`src/fcp_pkg.sv`:
```
// constants and types of the pause flow control block
// assumes one 10 MHz clock and byte wide frame streams
package fcp_pkg;

  // ----------------------------------------------------------------
  // clock and pause quantum timing
  // ----------------------------------------------------------------
  localparam int CLK_PERIOD_NS  = 100;
  localparam int QUANTUM_NS_1G   = 512;
  localparam int QUANTUM_NS_100M = 5120;
  localparam int QUANTUM_NS_10M  = 51200;
  // least times, so round up
  localparam int QUANTUM_CYC_1G   =
    (QUANTUM_NS_1G + CLK_PERIOD_NS - 1) / CLK_PERIOD_NS;
  localparam int QUANTUM_CYC_100M =
    (QUANTUM_NS_100M + CLK_PERIOD_NS - 1) / CLK_PERIOD_NS;
  localparam int QUANTUM_CYC_10M  =
    (QUANTUM_NS_10M + CLK_PERIOD_NS - 1) / CLK_PERIOD_NS;
  localparam int DIV_W = 10;

  localparam logic [1:0] SPEED_10M  = 2'h0;
  localparam logic [1:0] SPEED_100M = 2'h1;
  localparam logic [1:0] SPEED_1G   = 2'h2;

  // ----------------------------------------------------------------
  // frame layout
  // ----------------------------------------------------------------
  localparam logic [47:0] PAUSE_MCAST  = 48'h0180C2000001;
  localparam logic [15:0] CTRL_TYPE    = 16'h8808;
  localparam logic [15:0] PAUSE_OPCODE = 16'h0001;
  localparam logic [13:0] IDX_DA_LAST  = 14'h0005;
  localparam logic [13:0] IDX_SA_LAST  = 14'h000B;
  localparam logic [13:0] IDX_TYPE_HI  = 14'h000C;
  localparam logic [13:0] IDX_TYPE_LO  = 14'h000D;
  localparam logic [13:0] IDX_OP_HI    = 14'h000E;
  localparam logic [13:0] IDX_OP_LO    = 14'h000F;
  localparam logic [13:0] IDX_PARAM_HI = 14'h0010;
  localparam logic [13:0] IDX_PARAM_LO = 14'h0011;
  localparam logic [13:0] CTRL_FRAME_BYTES = 14'h0040;
  // generated frame without the fcs, which the mac core appends
  localparam logic [13:0] PAUSE_TX_LAST = 14'h003B;
  localparam logic [13:0] IDX_MAX       = 14'h3FFF;

  localparam int TX_STAT_PAUSE_BIT = 31;
  localparam int RX_STAT_CTRL_BIT  = 19;

  typedef enum logic [2:0] {
    TX_IDLE  = 3'b001,
    TX_USER  = 3'b010,
    TX_PAUSE = 3'b100
  } fcp_tx_state_type;

endpackage

```
`src/fcp_timer_if.sv`:
```
// link between the flow control core and its pause timer
// assumes both ends share ref_clk
`timescale 1ns/1ps
interface fcp_timer_if;
  logic        load;
  logic [15:0] loadValue;
  logic [1:0]  speed;
  logic [15:0] remaining;
  logic        active;

  modport ctl (output load, output loadValue, output speed,
               input remaining, input active);
  modport tmr (input load, input loadValue, input speed,
               output remaining, output active);
endinterface

```
`src/fcp_pause_timer.sv`:
```
// pause timer: counts pause quanta down at the current link speed
// assumes load is a one-cycle pulse on ref_clk
`timescale 1ns/1ps
module fcp_pause_timer (
  input  wire logic ref_clk,
  input  wire logic rst_n,
  fcp_timer_if.tmr  tif
);

  logic [fcp_pkg::DIV_W-1:0] div_q;
  logic [fcp_pkg::DIV_W-1:0] divTop;
  logic [15:0]               remaining_q;
  logic                      quantumTick;

  assign divTop = (tif.speed == fcp_pkg::SPEED_1G) ?
      fcp_pkg::DIV_W'(fcp_pkg::QUANTUM_CYC_1G - 1) :
    (tif.speed == fcp_pkg::SPEED_100M) ?
      fcp_pkg::DIV_W'(fcp_pkg::QUANTUM_CYC_100M - 1) :
      fcp_pkg::DIV_W'(fcp_pkg::QUANTUM_CYC_10M - 1);
  assign quantumTick = (div_q >= divTop);
  assign tif.remaining = remaining_q;
  assign tif.active = (remaining_q != 16'h0000);

  // new frame restarts the quantum so it gets whole units
  always_ff @(posedge ref_clk)
  begin
    if (!rst_n || tif.load || quantumTick)
      div_q <= '0;
    else
      div_q <= div_q + 1'b1;
  end

  always_ff @(posedge ref_clk)
  begin
    if (!rst_n)
      remaining_q <= 16'h0000;
    else if (tif.load)
      remaining_q <= tif.loadValue;
    else if (tif.active && quantumTick)
      remaining_q <= remaining_q - 16'h0001;
  end

endmodule // fcp_pause_timer

```
`src/fcp_pause_frame_gen.sv`:
```
// byte source for a locally generated pause frame
// assumes the caller walks byteIndex from zero up to the last byte
`timescale 1ns/1ps
module fcp_pause_frame_gen (
  input  wire logic [13:0] byteIndex,
  input  wire logic [15:0] duration,
  input  wire logic [47:0] sourceAddress,
  output wire logic [7:0]  frameByte
);

  logic [47:0] daShift;
  logic [47:0] saShift;
  logic [7:0]  daByte;
  logic [7:0]  saByte;
  logic [3:0]  saIdx;

  // shift counts built by concatenation: a product would wrap at 4 bits
  assign saIdx   = byteIndex[3:0] - 4'h6;
  assign daShift = fcp_pkg::PAUSE_MCAST << {byteIndex[2:0], 3'h0};
  assign saShift = sourceAddress << {saIdx[2:0], 3'h0};
  assign daByte = daShift[47:40];
  assign saByte = saShift[47:40];

  // remainder of the frame is zero padding
  assign frameByte =
    (byteIndex <= fcp_pkg::IDX_DA_LAST)  ? daByte :
    (byteIndex <= fcp_pkg::IDX_SA_LAST)  ? saByte :
    (byteIndex == fcp_pkg::IDX_TYPE_HI)  ? fcp_pkg::CTRL_TYPE[15:8] :
    (byteIndex == fcp_pkg::IDX_TYPE_LO)  ? fcp_pkg::CTRL_TYPE[7:0] :
    (byteIndex == fcp_pkg::IDX_OP_HI)    ? fcp_pkg::PAUSE_OPCODE[15:8] :
    (byteIndex == fcp_pkg::IDX_OP_LO)    ? fcp_pkg::PAUSE_OPCODE[7:0] :
    (byteIndex == fcp_pkg::IDX_PARAM_HI) ? duration[15:8] :
    (byteIndex == fcp_pkg::IDX_PARAM_LO) ? duration[7:0] :
    8'h00;

endmodule // fcp_pause_frame_gen

```
`src/fcp_flow_ctrl.sv`:
```
// full duplex pause flow control: pause frame send, receive decode
// assumes all streams and controls are synchronous to ref_clk and
// that the downstream mac core appends preamble and fcs on transmit
`timescale 1ns/1ps

// Notes on behaviour
// - transmit and receive pause enabled independently
// - one pause quantum is 512 bit times
// - pause duration is 16-bit quantum count
// - frame uses multicast, own address, sampled duration
// - idle sends now, else after current frame
// - pause frame sent even while inhibited
// - one pending request, latest duration wins
// - fc disabled: user control frames pass through
// - control error-free needs checks and 64 bytes
// - failed control frames delivered with error flag
// - rx pause disabled: good control frames pass
// - match address, type code, then pause opcode
// - acceptable pause frame inhibits transmit for duration
// - inhibit by withholding transmit ready
// - acted pause frame delivered marked errored
// - length-checked wrong-size control frame marked errored
// - failed match: frame passed as good
// - control frames flagged on receive statistics bit 19
// - type 88-08 identifies a control frame
// - transmit statistics bit 31 marks sent pause
// - zero duration ends pause at once
module fcp_flow_ctrl (
  input  wire logic        ref_clk,
  input  wire logic        rst_n,
  input  wire logic [1:0]  speed,
  input  wire logic        txPauseEnable,
  input  wire logic        rxPauseEnable,
  input  wire logic        ctrlLengthCheck,
  input  wire logic [47:0] pauseAddress,
  input  wire logic        pauseRequest,
  input  wire logic [15:0] pauseDuration,
  input  wire logic [7:0]  txUserData,
  input  wire logic        txUserValid,
  input  wire logic        txUserLast,
  output wire logic        txUserReady,
  output wire logic [7:0]  txMacData,
  output wire logic        txMacValid,
  output wire logic        txMacLast,
  input  wire logic        txMacReady,
  output wire logic [31:0] txStatsVector,
  output wire logic        txStatsValid,
  input  wire logic [7:0]  rxInData,
  input  wire logic        rxInValid,
  input  wire logic        rxInLast,
  input  wire logic        rxInError,
  output wire logic [7:0]  rxOutData,
  output wire logic        rxOutValid,
  output wire logic        rxOutLast,
  output wire logic        rxOutUser,
  output wire logic [31:0] rxStatsVector,
  output wire logic        rxStatsValid,
  output wire logic        pauseActive
);

  // ----------------------------------------------------------------
  // helpers
  // ----------------------------------------------------------------
  function automatic logic [7:0] addrByte(input logic [47:0] addr,
                                          input logic [2:0]  idx);
    logic [47:0] shifted;
    shifted = addr << {idx, 3'h0};
    return shifted[47:40];
  endfunction

  function automatic logic [13:0] bumpIdx(input logic [13:0] idx);
    return (idx == fcp_pkg::IDX_MAX) ? idx : idx + 14'h0001;
  endfunction

  fcp_timer_if tif ();

  fcp_pause_timer u_timer (
    .ref_clk (ref_clk),
    .rst_n   (rst_n),
    .tif     (tif)
  );

  // ----------------------------------------------------------------
  // transmit side
  // ----------------------------------------------------------------
  fcp_pkg::fcp_tx_state_type txState_q;
  fcp_pkg::fcp_tx_state_type txState_d;
  logic        pending_q;
  logic [15:0] pendVal_q;
  logic [15:0] sendVal_q;
  logic [13:0] txIdx_q;
  logic [7:0]  genByte;
  logic [7:0]  txData_q;
  logic        txValid_q;
  logic        txLast_q;
  logic [31:0] txStats_q;
  logic        txStatsValid_q;
  logic        outFree;
  logic        userBeat;
  logic        pauseBeat;
  logic        pauseDone;
  logic        userDone;
  logic        pauseStart;
  logic        userStart;
  logic        newRequest;

  fcp_pause_frame_gen u_gen (
    .byteIndex     (txIdx_q),
    .duration      (sendVal_q),
    .sourceAddress (pauseAddress),
    .frameByte     (genByte)
  );

  assign outFree    = !txValid_q || txMacReady;
  assign newRequest = pauseRequest && txPauseEnable;
  // pending pause goes first and ignores the inhibit
  assign pauseStart = (txState_q == fcp_pkg::TX_IDLE)
                      && pending_q;
  assign userStart  = (txState_q == fcp_pkg::TX_IDLE) && !pending_q
                      && txUserValid && !tif.active;
  assign userBeat   = (txState_q == fcp_pkg::TX_USER) && outFree
                      && txUserValid;
  assign pauseBeat  = (txState_q == fcp_pkg::TX_PAUSE) && outFree;
  assign userDone   = userBeat && txUserLast;
  assign pauseDone  = pauseBeat && (txIdx_q == fcp_pkg::PAUSE_TX_LAST);
  // user frames, control type or not, pass untouched
  assign txUserReady = (txState_q == fcp_pkg::TX_USER)
                       && outFree;

  assign txMacData     = txData_q;
  assign txMacValid    = txValid_q;
  assign txMacLast     = txLast_q;
  assign txStatsVector = txStats_q;
  assign txStatsValid  = txStatsValid_q;

  always_comb
  begin
    txState_d = txState_q;
    case (txState_q)
      fcp_pkg::TX_IDLE:
        if (pauseStart)
          txState_d = fcp_pkg::TX_PAUSE;
        else if (userStart)
          txState_d = fcp_pkg::TX_USER;
      fcp_pkg::TX_USER:
        if (userDone)
          txState_d = fcp_pkg::TX_IDLE;
      fcp_pkg::TX_PAUSE:
        if (pauseDone)
          txState_d = fcp_pkg::TX_IDLE;
      default:
        txState_d = fcp_pkg::TX_IDLE;
    endcase
  end

  always_ff @(posedge ref_clk)
  begin
    if (!rst_n)
      txState_q <= fcp_pkg::TX_IDLE;
    else
      txState_q <= txState_d;
  end

  // a request in the start cycle wins and stays pending
  always_ff @(posedge ref_clk)
  begin
    if (!rst_n || !txPauseEnable)
      pending_q <= 1'b0;
    else if (newRequest)
      pending_q <= 1'b1;
    else if (pauseStart)
      pending_q <= 1'b0;
  end

  always_ff @(posedge ref_clk)
  begin
    if (!rst_n)
      pendVal_q <= 16'h0000;
    else if (newRequest)
      pendVal_q <= pauseDuration;
  end

  always_ff @(posedge ref_clk)
  begin
    if (!rst_n)
      sendVal_q <= 16'h0000;
    else if (pauseStart)
      sendVal_q <= pendVal_q;
  end

  always_ff @(posedge ref_clk)
  begin
    if (!rst_n || pauseStart)
      txIdx_q <= 14'h0000;
    else if (pauseBeat)
      txIdx_q <= bumpIdx(txIdx_q);
  end

  always_ff @(posedge ref_clk)
  begin
    if (!rst_n)
    begin
      txValid_q <= 1'b0;
      txData_q  <= 8'h00;
      txLast_q  <= 1'b0;
    end
    else if (outFree)
    begin
      txValid_q <= userBeat || pauseBeat;
      txData_q  <= pauseBeat ? genByte : txUserData;
      txLast_q  <= userDone || pauseDone;
    end
  end

  always_ff @(posedge ref_clk)
  begin
    if (!rst_n)
    begin
      txStatsValid_q <= 1'b0;
      txStats_q      <= 32'h0000_0000;
    end
    else
    begin
      txStatsValid_q <= userDone || pauseDone;
      if (userDone || pauseDone)
      begin
        txStats_q <= 32'h0000_0000;
        txStats_q[fcp_pkg::TX_STAT_PAUSE_BIT] <= pauseDone;
      end
    end
  end

  // ----------------------------------------------------------------
  // receive side
  // ----------------------------------------------------------------
  logic [13:0] rxIdx_q;
  logic        daMcast_q;
  logic        daOwn_q;
  logic [15:0] rxType_q;
  logic [15:0] rxOp_q;
  logic [15:0] rxParam_q;
  logic [13:0] rxLen;
  logic        rxEnd;
  logic        isCtrl;
  logic        lenOk;
  logic        ctrlBad;
  logic        isPause;
  logic        actPause;
  logic        errOut;
  logic [7:0]  rxData_q;
  logic        rxValid_q;
  logic        rxLast_q;
  logic        rxUser_q;
  logic [31:0] rxStats_q;
  logic        rxStatsValid_q;

  assign rxEnd  = rxInValid && rxInLast;
  assign rxLen  = bumpIdx(rxIdx_q);
  assign isCtrl = (rxType_q == fcp_pkg::CTRL_TYPE);
  assign lenOk  = ctrlLengthCheck ?
                  (rxLen == fcp_pkg::CTRL_FRAME_BYTES) :
                  (rxLen >= fcp_pkg::CTRL_FRAME_BYTES);
  // bad control frames are errored even with reception off
  assign ctrlBad  = isCtrl && (rxInError || !lenOk);
  assign isPause  = isCtrl && !ctrlBad && (daMcast_q || daOwn_q)
                    && (rxOp_q == fcp_pkg::PAUSE_OPCODE);
  assign actPause = rxEnd && isPause && rxPauseEnable;
  // anything else keeps its own error state
  assign errOut = rxInError || ctrlBad
                  || (isPause && rxPauseEnable);

  assign tif.load      = actPause;
  assign tif.loadValue = rxParam_q;
  assign tif.speed     = speed;
  assign pauseActive   = tif.active;

  assign rxOutData     = rxData_q;
  assign rxOutValid    = rxValid_q;
  assign rxOutLast     = rxLast_q;
  assign rxOutUser     = rxUser_q;
  assign rxStatsVector = rxStats_q;
  assign rxStatsValid  = rxStatsValid_q;

  always_ff @(posedge ref_clk)
  begin
    if (!rst_n || rxEnd)
      rxIdx_q <= 14'h0000;
    else if (rxInValid)
      rxIdx_q <= bumpIdx(rxIdx_q);
  end

  // address match narrows byte by byte; a new frame starts clean
  always_ff @(posedge ref_clk)
  begin
    if (!rst_n || rxEnd)
    begin
      daMcast_q <= 1'b1;
      daOwn_q   <= 1'b1;
    end
    else if (rxInValid && rxIdx_q <= fcp_pkg::IDX_DA_LAST)
    begin
      daMcast_q <= daMcast_q && (rxInData
                   == addrByte(fcp_pkg::PAUSE_MCAST, rxIdx_q[2:0]));
      daOwn_q   <= daOwn_q && (rxInData
                   == addrByte(pauseAddress, rxIdx_q[2:0]));
    end
  end

  // frames of 14 bytes or fewer never complete the type field, so never look like control
  always_ff @(posedge ref_clk)
  begin
    if (!rst_n || rxEnd)
    begin
      rxType_q  <= 16'h0000;
      rxOp_q    <= 16'h0000;
      rxParam_q <= 16'h0000;
    end
    else if (rxInValid)
    begin
      if (rxIdx_q == fcp_pkg::IDX_TYPE_HI ||
          rxIdx_q == fcp_pkg::IDX_TYPE_LO)
        rxType_q <= {rxType_q[7:0], rxInData};
      if (rxIdx_q == fcp_pkg::IDX_OP_HI ||
          rxIdx_q == fcp_pkg::IDX_OP_LO)
        rxOp_q <= {rxOp_q[7:0], rxInData};
      if (rxIdx_q == fcp_pkg::IDX_PARAM_HI ||
          rxIdx_q == fcp_pkg::IDX_PARAM_LO)
        rxParam_q <= {rxParam_q[7:0], rxInData};
    end
  end

  always_ff @(posedge ref_clk)
  begin
    if (!rst_n)
    begin
      rxValid_q <= 1'b0;
      rxData_q  <= 8'h00;
      rxLast_q  <= 1'b0;
      rxUser_q  <= 1'b0;
    end
    else
    begin
      rxValid_q <= rxInValid;
      rxData_q  <= rxInData;
      rxLast_q  <= rxEnd;
      rxUser_q  <= rxEnd && errOut;
    end
  end

  always_ff @(posedge ref_clk)
  begin
    if (!rst_n)
    begin
      rxStatsValid_q <= 1'b0;
      rxStats_q      <= 32'h0000_0000;
    end
    else
    begin
      rxStatsValid_q <= rxEnd;
      if (rxEnd)
      begin
        rxStats_q <= 32'h0000_0000;
        rxStats_q[fcp_pkg::RX_STAT_CTRL_BIT] <= isCtrl;
      end
    end
  end
endmodule // fcp_flow_ctrl

```
`config.mk`:
```
export PLATFORM = sky130hd
export DESIGN_NAME = fcp_flow_ctrl
export DESIGN_NICKNAME = d
export VERILOG_FILES = /design/src/fcp_pkg.sv /design/src/fcp_timer_if.sv /design/src/fcp_pause_timer.sv /design/src/fcp_pause_frame_gen.sv /design/src/fcp_flow_ctrl.sv
export SDC_FILE = /design/constraint.sdc
export NUM_CORES = 1
export LEC_CHECK = 0
export BUFFER_PORTS_ARGS = -buffer_cell sky130_fd_sc_hd__buf_2
export CAP_MARGIN = 20
export CELL_PAD_IN_SITES_DETAIL_PLACEMENT = 0
export CELL_PAD_IN_SITES_GLOBAL_PLACEMENT = 1
export CORE_MARGIN = 4
export CORE_UTILIZATION = 37
export CTS_CLUSTER_SIZE = 8
export DETAILED_ROUTE_END_ITERATION = 8
export HOLD_SLACK_MARGIN = 0.06
export PLACE_DENSITY = 0.77
export SYNTH_ARGS = -nofsm -noshare
export SYNTH_HDL_FRONTEND = slang
export SYNTH_SLANG_ARGS = --single-unit
export TNS_END_PERCENT = 5
```
`constraint.sdc`:
```
create_clock -name ref_clk -period 3.15 [get_ports ref_clk]
set_clock_uncertainty 0.2 [all_clocks]
set_input_delay 0.4725 -clock ref_clk [delete_from_list [all_inputs] [get_ports ref_clk]]
set_output_delay 0.4725 -clock ref_clk [all_outputs]
set_load 0.005 [all_outputs]
```
==> reports/summary.md <==
Row generation in the floorplan step produced 56 rows. The commonest cells after synthesis are sky130_fd_sc_hd__nand2_1, sky130_fd_sc_hd__dfxtp_1, sky130_fd_sc_hd__a21oi_1. The initial utilization of the core area, before any placement, comes to 37.8%. The number of nets with antenna violations after routing came out at 0. The path with the worst hold slack has its endpoint at pendVal_q[2]$_SDFFE_PN0P_.

The pre-antenna-repair detailed-routing pass consisted of 6 iterations. Timing would allow up to 0.328 GHz. The congestion estimate from routability-driven global placement came to 0.865. After Yosys synthesis, XOR and XNOR cells account for 5.00% of the synthesized area. 183 I/O pins were placed.

The number of global-route vias before repair is 7263. The run gives 0 as the antenna diode instance count. The post-synthesis adder-cell area fraction works out to 3.08%. The post-detailed-routing wire length was 24100 um. After detailed routing, the average wire length per cell comes to 15.8 um. The max capacitance violation total is 0. The number of warnings issued by yosys was 0; the per-cell via count in the routed design was 5.11. For the post-DP HPWL, the log shows 18000 um.

Logic depth of the worst register-to-register path: 9. For the finished layout, the period the worst path requires is 3.05 ns. For this design, the CTS-stage hold fixing added 0 buffers. The startpoint of the lowest-slack register-to-register path was rxIdx_q[11]$_SDFFE_PP0P_.

Across the VDD grid, the largest voltage drop is 0.238 mV. The flow ran to the end, and the final reports show no timing, DRC or antenna violations. The dominant cell by count in the synthesized netlist was sky130_fd_sc_hd__nand2_1. The worst hold-check path type is input port to flop. In this run the critical register-to-register path is captured at u_timer.div_q[9]$_SDFF_PP0_.

Across the whole layout, storage elements account for 3280 sq um. The worst-skew pair later-pin latency is 0.42 ns. The worst hold path depth is 3, and the number of remaining DRC errors is 0. The synthesized netlist devotes 23.0% of its cell area to simple gates.

The dominant cell type by area after synthesis is sky130_fd_sc_hd__dfxtp_1. For this run, global-route usage on met2 was measured as 27.5%. On the final layout, the worst hold slack is 0.0878 ns. The critical path is of the flop to primary output type.

For the data required time at the worst endpoint, the log shows 2.48 ns. In this run the worst setup path begins at u_timer.tif.remaining[3]$_SDFFE_PN0P_. The number of buffers and inverters on the critical path is 2. The tools report the buffer count from post-CTS setup fixing as 0. Of the total power, registers draw 45.9%.

The count of input and output buffers came out at 120. Summing the areas of all compound-gate instances in the mapped netlist gives 16.5% of the synthesized area. The instance count of the mapped netlist was 1080; the die extent in x was 163 um.

CTS built an H-tree with a depth of 4. Dominant combinational cell family by area after synthesis: simple AND/OR/NAND/NOR gates. Summing all multi-input logic gate instances after layout gives 5060 sq um. Global routing used 17.7% of the available tracks.

After synthesis the netlist holds a flip-flop and latch count of 164. met2 is the most crowded layer. The tools report the met3 global-route usage as 3.13%. In this run the static leakage power is 4.05 nW. From bottom edge to top edge, the die measures 163 um. Slowest stage cell on the critical path: sky130_fd_sc_hd__or4_1. The filler cell count is 2405. The top cell type by area accounts for 36.7% of the synthesized area. The gate family responsible for the most delay along the worst path was simple AND/OR/NAND/NOR gates. The tools report the type of destination of the critical path as a primary output.

Setup repair after global routing left no endpoint under its margin. In the synthesized netlist the async set-or-reset flop fraction comes to 0%. For the worst setup path, the data arrival time is 2.38 ns.

The first global-routing pass estimated 37900 um of wire. In this run switching power makes up 25.8% of total power. The internal power was 0.00346 W.

The share of layout cells above drive strength 1 was 18.0%; the number of design-rule violations left by the first detailed-router iteration was 516. In this run the power density over the cells is 452 nW/um^2. The largest driver fanout on the critical path works out to 6.

Adding up every negative setup slack in the final design gives 0 ns. The relative slew slack was 49.3%; the largest net degree at the start of global routing was 74. The CTS root buffer was sky130_fd_sc_hd__clkbuf_16. For this block, the via count after detailed routing is 7772.

STA classifies the critical path startpoint as a flop. The critical path goes through or4_1, or4_4, nor2_4, inv_1, buf_2. On the worst path, the slowest cell contributes a delay of 0.66 ns.

Die footprint: 26700 sq um. The run gives 9.4% as the share of power burned in combinational logic. After clock tree synthesis, the clock-pin slew on the worst setup and hold paths is 0.07 ns. The logs give 0 for the initial antenna violation count and 2 for the deepest clock path buffer count. Most used flip-flop cell after synthesis: sky130_fd_sc_hd__dfxtp_1. For the setup violation total in the final timing report, the log shows 0. TritonCTS built the clock tree. Once the clock tree was built, the resizer swapped 0 gates to a different size. The tools report the count of endpoints failing hold in the final timing report as 0.

The count of pins over their slew limit is 0, and the mux share of post-synthesis cell area is 6.41%. In this run, synthesis inferred 0 flip-flops with an integrated enable. The worst path uses 96.9% of the clock period.

Sequential cells were found to cover 36.7% of the synthesized design area. The final global-route overflow total was 0. At the pin with the least slew margin, the transition time is 0.756 ns. The analysis attributes to net switching a power of 0.00120 W.

The setup slack of the most critical reg-to-reg path was 0.27 ns. The run gives 1306 as the layout net count. For met1 alone, demand over resource in global routing was 25.8%.

Counting distinct cell types in the post-synthesis netlist gives 71. The total clock sinks is 164. Relative to the synthesized area, the layout overhead comes to 15.2%. The core area was 23600 sq um. Sorting the synthesized cells by area gives the leading types as sky130_fd_sc_hd__dfxtp_1, sky130_fd_sc_hd__nand2_1, sky130_fd_sc_hd__buf_4, sky130_fd_sc_hd__a21oi_1, sky130_fd_sc_hd__mux4_2. After synthesis, the mean cell area works out to 8.28 sq um.

Total standard cell area after synthesis: 8940 sq um. The start point of the worst hold path is pauseDuration[2]. The clock share of power is 44.7%. In this run, CTS created clock tree buffers numbering 17.
-- per-layer routing --
| layer | part of all wire, % | vias to the layer above |
|---|---|---|
| met4 | 0.87 | 0 |
| met3 | 5.9 | 14 |
| met2 | 44 | 230 |
| li1 | - | 3868 |
| met1 | 49 | 3660 |
| met5 | 0 | - |
-- power by group through the flow --
stage	Sequential, W	Clock [W]	Combinational (W)
after floorplan	0.00218	0	0.000308
after global placement	0.00218	0	0.000436
after detailed placement	0.00218	0	0.000439
after CTS	0.00214	0.00213	0.000440
after global routing	0.00214	0.00222	0.000490
final	0.00214	0.00208	0.000439
-- how the worst max path moves through the flow --
stage / end / slack [ns] / cells after the start
2_1_floorplan: u_timer.tif.remaining[0]$_SDFFE_PN0P_ / 0.15 / 10
3_3_place_gp: u_timer.tif.remaining[13]$_SDFFE_PN0P_ / 0.15 / 13
3_5_place_dp: u_timer.tif.remaining[13]$_SDFFE_PN0P_ / 0.1 / 13
4_1_cts: pauseActive / 0.07 / 5
5_1_grt: pauseActive / 0.006 / 5
6_report: pauseActive / 0.1 / 5
-- sequential cells by signal, summed over array words and instances (netlist names), 14 cells and up --
signal                 flops
rxParam_q                 16
txIdx_q                   14
rxType_q                  16
rxIdx_q                   14
pendVal_q                 16
rxOp_q                    16
u_timer.tif.remaining     16
sendVal_q                 16
-- cells by family (layout without fill, tap and decap cells) --
family | count (synthesis) | in the layout
buffers and inverters | 147 | 209
muxes | 37 | 37
adders and majority gates | 22 | 22
and+or+nand+nor | 431 | 431
xor gates and xnor gates | 51 | 51
other | 1 | 62
DFF | 164 | 164
AOI/OAI and AO/OA | 227 | 227
-- worst min-delay path: cells and delay by family --
| kind | cells | cell delay [ns] |
|---|---|---|
| buffers and inverters | 1 | 0.10 |
| AO/OA/AOI/OAI | 1 | 0.06 |
| AND/OR/NAND/NOR | 1 | 0.04 |
-- through the flow --
| stage | instances | cell area (sq um) | worst slack [ns] | utilization [%] | total power [W] |
|---|---|---|---|---|---|
| final | 1522 | 10300 | 0.0990 | 43.6 | 0.00466 |
| after global routing | 1522 | 10300 | 0.00636 | 43.6 | 0.00485 |
| after CTS | 1522 | 10300 | 0.0693 | 43.6 | 0.00471 |
| after detailed placement | 1490 | 9700 | 0.0988 | 41.1 | 0.00262 |
| after global placement | 1488 | 9690 | 0.148 | 41.0 | 0.00262 |
| after floorplan | 1141 | 9170 | 0.149 | - | 0.00249 |
-- layout by cell type (no fill, tap or decap), drive strengths merged, types with 21 or more instances in the layout --
| cell | count |
|---|---|
| ha | 22 |
| buf | 150 |
| dfxtp | 164 |
| xor2 | 33 |
| nor2 | 63 |
| a21oi | 95 |
| inv | 33 |
| nor3 | 21 |
| o21ai | 28 |
| conb | 62 |
| a21boi | 33 |
| nand3 | 29 |
| nand2 | 205 |
-- layout make-up --
| class | count | share of cell area [%] |
|---|---|---|
| Multi-Input combinational cell | 830 | 49.1 |
| Clock inverter | 13 | 1.36 |
| Inverter | 27 | 0.984 |
| Clock buffer | 19 | 4.40 |
| Tap cell | 319 | 3.88 |
| Timing Repair Buffer | 150 | 8.39 |
| Sequential cell | 164 | 31.9 |
No activity file was read; power rests on OpenSTA's default activity.
